==> src/include/ela_cfg.svh <==
`ifndef ELA_CFG_SVH
`define ELA_CFG_SVH
// register byte offsets
`define ELA_CTRL_OFS 12'h000
`define ELA_LIVE_OFS 12'h004
`define ELA_STAT_OFS 12'h008
`define ELA_MASK_OFS 12'h00c
// control field positions
`define ELA_CTRL_MODE_LSB 0
`define ELA_CTRL_LOOP_BIT 2
// reset values
`define ELA_CTRL_RST 32'h0000_0000
`define ELA_MASK_RST 7'h00
// synchroniser idle: line healthy, upstream still unknown (missing)
`define ELA_SYNC_RST 10'h027
// alarm bit positions
`define ELA_B_LOS 0
`define ELA_B_LOF 1
`define ELA_B_AIS 2
`define ELA_B_RAI 3
`define ELA_B_SSL 4
`define ELA_B_RMA 5
`define ELA_B_SSA 6
// timing: activity flash half period
`define ELA_CLK_HZ 50000000
`define ELA_FLASH_MS 250
`define ELA_FLASH_CYC (`ELA_CLK_HZ / 1000 * `ELA_FLASH_MS)
`endif

==> src/include/ela_pkg.sv <==
package ela_pkg;
  // line mode: framing and signalling
  typedef enum logic [1:0] {
    ELA_E1_UNFRAMED = 2'h0,
    ELA_E1_PCM31 = 2'h1,
    ELA_E1_PCM30 = 2'h3,
    ELA_T1_FRAMED = 2'h2
  } ela_mode_t;
  typedef logic [6:0] ela_alarm_t;
endpackage : ela_pkg

==> src/verilog/ela_line_alarm.sv <==
// The register offsets and the APB slave port were decided locally.
`timescale 1ns/1ps
`include "ela_cfg.svh"
module ela_line_alarm
  import ela_pkg::*;
#(
  parameter int FLASH_CYC = `ELA_FLASH_CYC
) (
  input wire logic CLK_I,
  input wire logic RSTN_I,
  // apb slave
  input wire logic PSEL_I,
  input wire logic PENABLE_I,
  input wire logic PWRITE_I,
  input wire logic [11:0] PADDR_I,
  input wire logic [31:0] PWDATA_I,
  output logic [31:0] PRDATA_O,
  output logic PREADY_O,
  output logic PSLVERR_O,
  // raw detector inputs from the line receiver (asynchronous)
  input wire logic LINE_CODE_OK_I,
  input wire logic LINE_FREQ_OK_I,
  input wire logic FAW_FOUND_I,
  input wire logic AIS_SEEN_I,
  input wire logic REMOTE_BIT_I,
  input wire logic TS16_VALID_I,
  input wire logic TS16_MF_BIT6_I,
  input wire logic TS16_AIS_SEEN_I,
  // upstream traffic status from the radio side (asynchronous)
  input wire logic UP_TRAFFIC_OK_I,
  input wire logic UP_TS16_OK_I,
  // outputs
  output logic TX_AIS_O,
  output logic TX_TS16_AIS_O,
  output logic ALARM_LED_O,
  output logic ACT_LED_O,
  output logic [6:0] ALARM_O,
  output logic IRQ_O
);

  // a half period under two cycles cannot be counted by the flash timer
  if (FLASH_CYC < 2) begin : g_bad_flash
    $error("FLASH_CYC must be at least 2");
  end

  localparam int NSYNC = 10;
  localparam int CW = $clog2(FLASH_CYC);

  ////////////////////////////////////////////////////////////////////////////
  // two-stage synchronisers on all line and radio inputs
  logic [NSYNC-1:0] raw_w;
  logic [NSYNC-1:0] meta_q;
  logic [NSYNC-1:0] sync_q;

  assign raw_w = {UP_TS16_OK_I, UP_TRAFFIC_OK_I, TS16_AIS_SEEN_I, TS16_MF_BIT6_I, TS16_VALID_I,
                  REMOTE_BIT_I, AIS_SEEN_I, FAW_FOUND_I, LINE_FREQ_OK_I, LINE_CODE_OK_I};

  // reset to the idle pin levels so release raises no false alarm or status
  always_ff @(posedge CLK_I or negedge RSTN_I) begin
    if (!RSTN_I) begin
      meta_q <= `ELA_SYNC_RST;
      sync_q <= `ELA_SYNC_RST;
    end else begin
      meta_q <= raw_w;
      sync_q <= meta_q;
    end
  end

  ////////////////////////////////////////////////////////////////////////////
  // apb decode helpers
  // full-address compare: aliases of the offsets stay unmapped
  function automatic logic hit(input logic [11:0] a, input logic [11:0] ofs);
    hit = (a == ofs);
  endfunction : hit

  logic wr_w;
  logic rd_w;
  assign wr_w = PSEL_I && PENABLE_I && PWRITE_I;
  assign rd_w = PSEL_I && PENABLE_I && !PWRITE_I;

  // control register: mode and loopback
  logic [31:0] ctrl_q;
  ela_mode_t mode_w;
  logic loop_w;
  // mode decode is combinational off the control register
  assign mode_w = ela_mode_t'(ctrl_q[`ELA_CTRL_MODE_LSB +: 2]);
  assign loop_w = ctrl_q[`ELA_CTRL_LOOP_BIT];

  // only mode and loopback bits are kept; the rest read back zero
  always_ff @(posedge CLK_I or negedge RSTN_I) begin
    if (!RSTN_I) begin
      ctrl_q <= `ELA_CTRL_RST;
    end else if (wr_w && hit(PADDR_I, `ELA_CTRL_OFS)) begin
      ctrl_q <= {29'h0, PWDATA_I[2:0]};
    end
  end

  ////////////////////////////////////////////////////////////////////////////
  // detection and masking hierarchy
  logic framed_w;
  logic pcm30_w;
  assign framed_w = (mode_w != ELA_E1_UNFRAMED);
  assign pcm30_w = (mode_w == ELA_E1_PCM30);

  logic los_w;
  logic lof_w;
  logic ais_w;
  logic ssl_w;
  ela_alarm_t alarm_d;
  ela_alarm_t alarm_q;

  // masking is done before the level flags, so status sees only reported alarms
  assign los_w = !(sync_q[0] && sync_q[1]);
  assign lof_w = framed_w && !los_w && !sync_q[2];
  assign ais_w = sync_q[3] && !los_w && !lof_w;
  assign ssl_w = pcm30_w && !los_w && !sync_q[5];

  // no detector sees signalling content without a line signal
  always_comb begin
    alarm_d = '0;
    alarm_d[`ELA_B_LOS] = los_w;
    alarm_d[`ELA_B_LOF] = lof_w;
    alarm_d[`ELA_B_AIS] = ais_w;
    alarm_d[`ELA_B_RAI] = framed_w && !los_w && !lof_w && sync_q[4];
    alarm_d[`ELA_B_SSL] = ssl_w;
    alarm_d[`ELA_B_RMA] = pcm30_w && !los_w && !lof_w && sync_q[6];
    alarm_d[`ELA_B_SSA] = !los_w && !lof_w && sync_q[7];
  end

  // level flags follow the condition every cycle
  always_ff @(posedge CLK_I or negedge RSTN_I) begin
    if (!RSTN_I) begin
      alarm_q <= '0;
    end else begin
      alarm_q <= alarm_d;
    end
  end

  ////////////////////////////////////////////////////////////////////////////
  // downstream insertion
  // ais goes out from reset on, since no upstream traffic is known yet
  always_ff @(posedge CLK_I or negedge RSTN_I) begin
    if (!RSTN_I) begin
      TX_AIS_O <= 1'b1;
    end else begin
      TX_AIS_O <= !sync_q[8];
    end
  end

  // timeslot-16 ais only where full ais is not already covering it
  always_ff @(posedge CLK_I or negedge RSTN_I) begin
    if (!RSTN_I) begin
      TX_TS16_AIS_O <= 1'b0;
    end else begin
      TX_TS16_AIS_O <= pcm30_w && sync_q[8] && !sync_q[9];
    end
  end

  ////////////////////////////////////////////////////////////////////////////
  // indicators
  logic [CW-1:0] flash_cnt_q;
  logic flash_q;

  // counter idles at zero so each loopback starts with the lamp on
  always_ff @(posedge CLK_I or negedge RSTN_I) begin
    if (!RSTN_I) begin
      flash_cnt_q <= '0;
      flash_q <= 1'b0;
    end else if (!loop_w) begin
      flash_cnt_q <= '0;
      flash_q <= 1'b0;
    end else if (flash_cnt_q == CW'(FLASH_CYC - 1)) begin
      flash_cnt_q <= '0;
      flash_q <= !flash_q;
    end else begin
      flash_cnt_q <= flash_cnt_q + 1'b1;
    end
  end

  // alarm lamp: any reported alarm, in step with the alarm outputs
  always_ff @(posedge CLK_I or negedge RSTN_I) begin
    if (!RSTN_I) begin
      ALARM_LED_O <= 1'b0;
    end else begin
      ALARM_LED_O <= |alarm_q;
    end
  end

  // activity lamp is lit on the first half period of each loopback
  always_ff @(posedge CLK_I or negedge RSTN_I) begin
    if (!RSTN_I) begin
      ACT_LED_O <= 1'b0;
    end else begin
      ACT_LED_O <= loop_w && !flash_q;
    end
  end

  // alarm levels out through a register of their own
  always_ff @(posedge CLK_I or negedge RSTN_I) begin
    if (!RSTN_I) begin
      ALARM_O <= '0;
    end else begin
      ALARM_O <= alarm_q;
    end
  end

  ////////////////////////////////////////////////////////////////////////////
  // sticky status, mask, interrupt
  ela_alarm_t stat_q;
  ela_alarm_t mask_q;
  ela_alarm_t rise_w;
  ela_alarm_t prev_q;
  logic stat_rd_w;
  ela_alarm_t stat_d;

  // rising edge of the registered level: a held alarm sets status once
  assign rise_w = alarm_q & ~prev_q;
  assign stat_rd_w = rd_w && hit(PADDR_I, `ELA_STAT_OFS);

  // clear only the bits the read returned, so an alarm rising
  // between setup and access is kept for the next read
  always_comb begin
    stat_d = stat_q;
    if (stat_rd_w) begin
      stat_d = stat_q & ~PRDATA_O[6:0];
    end
    stat_d = stat_d | rise_w; // set wins over the clear
  end

  // read clears, but a rising alarm in the same cycle still lands
  always_ff @(posedge CLK_I or negedge RSTN_I) begin
    if (!RSTN_I) begin
      prev_q <= '0;
      stat_q <= '0;
    end else begin
      prev_q <= alarm_q;
      stat_q <= stat_d;
    end
  end

  // mask bits beyond the alarm set are dropped
  always_ff @(posedge CLK_I or negedge RSTN_I) begin
    if (!RSTN_I) begin
      mask_q <= `ELA_MASK_RST;
    end else if (wr_w && hit(PADDR_I, `ELA_MASK_OFS)) begin
      mask_q <= PWDATA_I[6:0];
    end
  end

  // interrupt tracks the next status value, so it drops with the read
  always_ff @(posedge CLK_I or negedge RSTN_I) begin
    if (!RSTN_I) begin
      IRQ_O <= 1'b0;
    end else begin
      IRQ_O <= |(stat_d & mask_q);
    end
  end

  ////////////////////////////////////////////////////////////////////////////
  // apb read data, zero-wait answer
  logic [31:0] rdata_d;
  logic known_w;
  // unmapped offsets read zero and flag a slave error

  always_comb begin
    rdata_d = 32'h0;
    known_w = 1'b1;
    case (PADDR_I)
      `ELA_CTRL_OFS: rdata_d = ctrl_q;
      `ELA_LIVE_OFS: rdata_d = {25'h0, alarm_q};
      `ELA_STAT_OFS: rdata_d = {25'h0, stat_q};
      `ELA_MASK_OFS: rdata_d = {25'h0, mask_q};
      default: known_w = 1'b0;
    endcase
  end

  // registered outputs: answer presented during the access cycle
  // no wait states: the answer stands in the cycle after setup
  always_ff @(posedge CLK_I or negedge RSTN_I) begin
    if (!RSTN_I) begin
      PRDATA_O <= 32'h0;
      PREADY_O <= 1'b0;
      PSLVERR_O <= 1'b0;
    end else begin
      PREADY_O <= PSEL_I && !PENABLE_I;
      PSLVERR_O <= PSEL_I && !PENABLE_I && !known_w;
      PRDATA_O <= (PSEL_I && !PENABLE_I && !PWRITE_I) ? rdata_d : 32'h0;
    end
  end

endmodule : ela_line_alarm

==> config.mk <==
export PLATFORM = sky130hd
export DESIGN_NAME = ela_line_alarm
export DESIGN_NICKNAME = d
export VERILOG_FILES = /design/src/include/ela_pkg.sv /design/src/verilog/ela_line_alarm.sv
export VERILOG_INCLUDE_DIRS = /design/src /design/src/include
export SDC_FILE = /design/constraint.sdc
export NUM_CORES = 1
export LEC_CHECK = 0
export BUFFER_PORTS_ARGS = -buffer_cell sky130_fd_sc_hd__buf_2
export CELL_PAD_IN_SITES_DETAIL_PLACEMENT = 0
export CELL_PAD_IN_SITES_GLOBAL_PLACEMENT = 1
export CORE_MARGIN = 3
export CORE_UTILIZATION = 40
export DETAILED_ROUTE_END_ITERATION = 10
export GPL_ROUTABILITY_DRIVEN = 0
export PLACE_DENSITY_LB_ADDON = 0.1
export SLEW_MARGIN = 20
export SYNTH_ARGS = -nofsm -noshare
export SYNTH_HDL_FRONTEND = slang
export SYNTH_SLANG_ARGS = --single-unit
==> constraint.sdc <==
create_clock -name CLK_I -period 2.4 [get_ports CLK_I]
set_clock_uncertainty 0.05 [all_clocks]
set_input_delay 0.48 -clock CLK_I [delete_from_list [all_inputs] [get_ports CLK_I]]
set_output_delay 0.48 -clock CLK_I [all_outputs]
set_load 0.01 [all_outputs]
* Yosys cells after proc, flatten, opt, wreduce, memory -nomap -nowiden
Index checks and enable logic that the tools add are counted.
** Word-level totals
- Flip-flop bits (word level) :: 90
- Input port bits :: 59
** Operators by class
- Add/subtract/negate cells :: 1
- Eq/ne operators :: 6
- Multiplexer cells :: 8
- Bitwise gates (word level) :: 6
- Reductions and logical operators :: 40
** Operator list (number)
- $mux W24 :: 2
- $pmux W7 S4 :: 1
- $logic_and A1 B1 Y1 :: 25
- $add A24 B1 Y24 const B :: 1
- $eq A12 B4 Y1 const B :: 2
- $eq A24 B24 Y1 const B :: 1
- $and A7 B7 Y7 :: 3
- $mux W7 :: 2
- $not A7 Y7 :: 2
- $reduce_or A7 Y1 :: 2
- $eq A12 B3 Y1 const B :: 1
- $logic_not A12 Y1 :: 1
- $logic_not A1 Y1 :: 10
- $or A7 B7 Y7 :: 1
- $reduce_or A4 Y1 :: 1
- $mux W1 :: 3
- $eq A2 B2 Y1 const B :: 1
- $ne A2 B1 Y1 const B :: 1
- $reduce_bool A2 Y1 :: 1

* Longest topological paths before layout
- Word-level depth :: 7
- Mapped depth :: 7

* Least setup slack after synthesis
OpenSTA, ideal clock, no wires.
- Path kind :: input-to-reg
- From :: input port PADDR_I[1]
- To :: register ctrl_q[0]
- Library setup time :: 125 ps
- Arrival :: 1786 ps
- Data required time :: 2225 ps
- Setup slack :: 439 ps
- Stages on the path :: 4
- Cell sequence :: nor4_2 nand3_2 or4_4 mux2_4
** On the way
- Longest elaborated chain between the ends :: 2
** RTL lines
- start: declaration :: RTL line ela_line_alarm.sv:15 : input wire logic [11:0] PADDR_I,
- $logic_not A12 Y1 :: RTL line ela_line_alarm.sv:73 : hit = (a == ofs);
- $logic_and A1 B1 Y1 :: RTL line ela_line_alarm.sv:93 : end else if (wr_w && hit(PADDR_I, `ELA_CTRL_OFS)) begin
- end signal: assignment :: RTL line ela_line_alarm.sv:92 : ctrl_q <= `ELA_CTRL_RST;
- end signal: assignment :: RTL line ela_line_alarm.sv:94 : ctrl_q <= {29'h0, PWDATA_I[2:0]};
- end: declaration :: RTL line ela_line_alarm.sv:82 : logic [31:0] ctrl_q;
No other way between the ends.
A chain may end at the register's enable or synchronous reset.

* Final worst setup path
- From :: register flash_cnt_q[8]
- To :: register flash_cnt_q[18]
** On the way
- Longest elaborated chain between the ends :: 3
** RTL lines
- start: declaration :: RTL line ela_line_alarm.sv:161 : logic [CW-1:0] flash_cnt_q;
- start signal: assignment :: RTL line ela_line_alarm.sv:176 : flash_cnt_q <= flash_cnt_q + 1'b1;
- $add A24 B1 Y24 / $eq A24 B24 Y1 (equally long branches) :: RTL line ela_line_alarm.sv:176, ela_line_alarm.sv:172
- $mux W24 (*) :: RTL line ela_line_alarm.sv:172 : end else if (flash_cnt_q == CW'(FLASH_CYC - 1)) begin
- $mux W24 (*) :: RTL line ela_line_alarm.sv:169 : end else if (!loop_w) begin
Every way passes the cells marked *; elsewhere a longest branch is shown, timed or not.

==> results.txt <==
The logs give 11.4 mm for the wire length of the first global-routing pass and 0 for the number of maximum-capacitance violations. Among cell families on the critical path, the largest total delay comes from simple AND/OR/NAND/NOR gates. The horizontal die dimension came out at 103 um. The share of layout cells above drive strength 1 is 0.288, and the required time of the critical path is 2590 ps. Timing would allow up to 0.487 GHz.

Using the TritonRoute via totals, the vias-per-cell ratio works out to 4.85. The run gives 2790 uW as the total power draw. After clock tree synthesis, the clock-pin slew on the worst setup and hold paths is 100 ps. The tools report the launching instance or port of the critical path as flash_cnt_q[8]. The post-synthesis adder-cell area fraction came out at 0.00332. In this run the cell area measured after placement is 4100 sq um. Entering global routing, the biggest net connects 45 pins. 0 antenna diodes ended up in the layout. The via count of the first global-routing pass was 2,315; the shortest period the worst path allows was 2050 ps. The Yosys step of the flow raised 0 warnings. For the number of cell rows, the log shows 34. On the critical path, the stage with the largest delay is an instance of sky130_fd_sc_hd__nor4_1. The logs give 10,600 sq um for the floorplan die area and 0.600 for the proportion of synthesized chip area in sequential cells. The final clock period utilization by the worst path came out at 0.855.

The max-slew violation total from the final report was 0; the count of flip-flops with a built-in enable after synthesis was 0. STA puts the critical path data arrival time at 2240 ps. The worst setup path is launched from a register. The netlist uses 45 different library cells.

Counting buffers and inverters, the worst setup path is 6 cells deep. Power spread over the standard cell area amounts to 646 nW/um^2. Summing every instance area after synthesis gives 3770 sq um. The count of nets left with antenna violations once routing finished came out at 0.

For the number of detailed-routing iterations run before antenna repair, the log shows 4. The multiplexer area fraction after synthesis was 0.0567. The tools report the number of violations reported at the end of detailed-routing iteration 0 as 96. The source-to-sink clock delay at the later pin of the worst-skew pair is 360 ps, and the total number of vias is 2,394. The critical path is of the register to register type. The flow ran to the end, and the final reports show no timing, DRC or antenna violations. The cell occurring most often along the worst timing path was sky130_fd_sc_hd__nor4_1. The number of hold violations in the final report was 0; the die height was 103 um. The setup TNS was 0 ps. Post-synthesis register bit count: 90. In this run the power spent charging and discharging nets is 687 uW. The proportion of register bits with asynchronous set or reset after synthesis is 1.00, and the number of cell instances on the worst register-to-register path is 6. The tools report the power share of the sequential group as 0.557. The worst setup path is captured at a register. In this run the post-CTS setup repair buffer count came out at 0. The logs give 0.140 for the overall routing resource usage and 90 for the number of clock sinks. In the synthesized netlist the dominant register cell turns out to be sky130_fd_sc_hd__dfrtp_1.

Dividing the detail-routed wire length by the instance count gives 14.2 um. The fill cell instance count of the final layout is 854. Logic gate share of total power: 0.044. For the internal power consumption, the log shows 2100 uW. The logs give 441 for the net total in the final layout and 9 for the clock buffer count from CTS.

Critical register-to-register path startpoint: flash_cnt_q[8]. The net switching fraction of the power works out to 0.246. After synthesis, the mean cell area works out to 11.8 sq um. The maximum fanout along the worst path came out at 24.

After clock tree synthesis, the repair step resized 0 gates. The root buffer cell chosen for the clock tree is sky130_fd_sc_hd__clkbuf_8. The total congestion overflow was 0. The longest clock path from root to sink contains 2 buffers. The fraction of the mapped netlist area in compound gates is 0.0468. The finished cells cover 4320 sq um.

TritonCTS built the clock tree. The critical path goes through nor4_1 > nand4_1 > nor4_1 > nand2b_1 > buf_4 > nor2_1. The initial antenna violation count is 0. Setup repair after global routing left no endpoint under its margin. Synthesis produced a netlist whose cell count is 319. Quantity of I/O buffers inserted on ports: 54. H-tree level count: 3. Detailed placement HPWL: 5.00 mm. The tools report the maximum resistive drop on vdd as 385 uV. For the total DRC errors in the routed layout, the log shows 0. After synthesis, the largest family of logic cells by area is simple AND/OR/NAND/NOR gates.

From synthesis to final layout, the design area changed by 14.5%. In this run the count of I/O pins placed on the die edge is 105. The total buffers and inverters traversed by the critical path works out to 1. Static leakage: 0.00204 uW. Class of the most critical hold timing path: input pin to async pin. The effective utilization at floorplan is 0.422.

The core region area came out at 8930 sq um. The routed design has 7.01 mm of wire. The xor-xnor portion of the synthesized cell area works out to 0.0511. The tools report the count of hold-fix buffers inserted at cts as 0. The worst relative slew slack is 0.618, and the total setup violations reported at the end of the flow is 0. For this run, the slowest stage of the critical path takes 500 ps. The clock share of power was 0.399.

The simple-gate area share of the yosys netlist came out at 0.168. Pin slew with the least headroom to its limit: 573 ps.
## cells in the mapped netlist, types with 3 or more instances
library cell | count | area share
sky130_fd_sc_hd__a22oi_1 | 5 | 0.010
sky130_fd_sc_hd__buf_4 | 27 | 0.054
sky130_fd_sc_hd__clkbuf_1 | 3 | 0.0030
sky130_fd_sc_hd__dfrtp_1 | 81 | 0.54
sky130_fd_sc_hd__dfstp_2 | 9 | 0.063
sky130_fd_sc_hd__inv_1 | 12 | 0.012
sky130_fd_sc_hd__mux2_2 | 9 | 0.027
sky130_fd_sc_hd__mux2_4 | 3 | 0.012
sky130_fd_sc_hd__mux4_2 | 3 | 0.018
sky130_fd_sc_hd__nand2_1 | 18 | 0.018
sky130_fd_sc_hd__nand3_1 | 10 | 0.013
sky130_fd_sc_hd__nand4_1 | 9 | 0.015
sky130_fd_sc_hd__nor2_1 | 34 | 0.034
sky130_fd_sc_hd__nor2b_1 | 11 | 0.018
sky130_fd_sc_hd__nor3_1 | 9 | 0.012
sky130_fd_sc_hd__nor3b_1 | 3 | 0.0060
sky130_fd_sc_hd__nor4_1 | 3 | 0.0050
sky130_fd_sc_hd__o21ai_0 | 10 | 0.013
sky130_fd_sc_hd__o22ai_1 | 3 | 0.0050
sky130_fd_sc_hd__or2_2 | 3 | 0.0050
sky130_fd_sc_hd__xnor2_1 | 7 | 0.016
sky130_fd_sc_hd__xor2_1 | 15 | 0.035
## final cells by class
cell class / count / area, sq um / share of cell area
tap: 108 / 135 / 0.0313
sequential: 90 / 2260 / 0.524
clock inverter: 7 / 96.3 / 0.0223
timing repair buffer: 60 / 330 / 0.0765
clock buffer: 9 / 124 / 0.0287
inverter: 12 / 45.0 / 0.0104
multi-input combinational: 208 / 1330 / 0.307
## kinds of logic after synthesis
logic type | count (synthesis)
buffers and inverters | 45
multiplexers | 15
other | 1
flip-flops | 90
AND/OR/NAND/NOR | 117
AO/OA/AOI/OAI | 28
adder cells (fa/ha/maj) | 1
XOR/XNOR | 22
## routing by layer
layer	part of all wire	global-route usage	vias up	wire length, um
li1	-	-	1149	-
met1	0.48	0.189	1169	3330
met2	0.45	0.217	71	3160
met3	0.064	0.0494	5	446
met4	0.011	0.0388	0	74
met5	0	0	-	0
## cells in the final DEF (no fill, tap or decap), types with 9 or more instances in the layout
cell and count:
sky130_fd_sc_hd__nor2b_1 11, sky130_fd_sc_hd__nand4_1 9, sky130_fd_sc_hd__nor2_1 34, sky130_fd_sc_hd__nand3_1 10, sky130_fd_sc_hd__o21ai_0 10, sky130_fd_sc_hd__clkbuf_8 9, sky130_fd_sc_hd__xor2_1 15, sky130_fd_sc_hd__conb_1 25
sky130_fd_sc_hd__nor3_1 9, sky130_fd_sc_hd__dfrtp_1 81, sky130_fd_sc_hd__buf_2 53, sky130_fd_sc_hd__mux2_2 9, sky130_fd_sc_hd__dfstp_2 9, sky130_fd_sc_hd__inv_1 12, sky130_fd_sc_hd__nand2_1 18
## power by group through the flow
stage / Combinational, uW / Clock [uW] / Sequential (uW)
after floorplan: 74.9 / 0 / 1590
after global placement: 124 / 0 / 1580
after detailed placement: 125 / 0 / 1590
after CTS: 126 / 1150 / 1560
after global routing: 139 / 1230 / 1560
final: 122 / 1110 / 1560
## worst paths after layout
check | slack (ps) | endpoint
worst max-delay path | 350 | flash_cnt_q[18]
worst min-delay path | 60 | ctrl_q[2]
worst max register to register | 350 | flash_cnt_q[18]
worst min register to register | 300 | sync_q[7]
max in group asynchronous | 1580 | IRQ_O
min in group CLK_I | 150 | meta_q[2]
## sequential cells by signal (all words and copies together) (netlist names)
signal,cells
ACT_LED_O,1
ALARM_LED_O,1
ctrl_q,3
mask_q,7
meta_q,10
PRDATA_O,7
TX_TS16_AIS_O,1
flash_q,1
alarm_q,7
flash_cnt_q,24
stat_q,7
sync_q,10
prev_q,7
IRQ_O,1
PREADY_O,1
TX_AIS_O,1
PSLVERR_O,1
## per-stage QoR
stage                     std cells  utilization  setup WS, ps  hold slack [ps]
after CTS                       494        0.483           323             70.9
after global routing            494        0.483           175             95.7
after floorplan                 343            -           439              134
after global placement          478        0.459           188              281
final                           494        0.483           347             58.0
after detailed placement        478        0.459           175              285
Power figures use the tool's default switching activity.
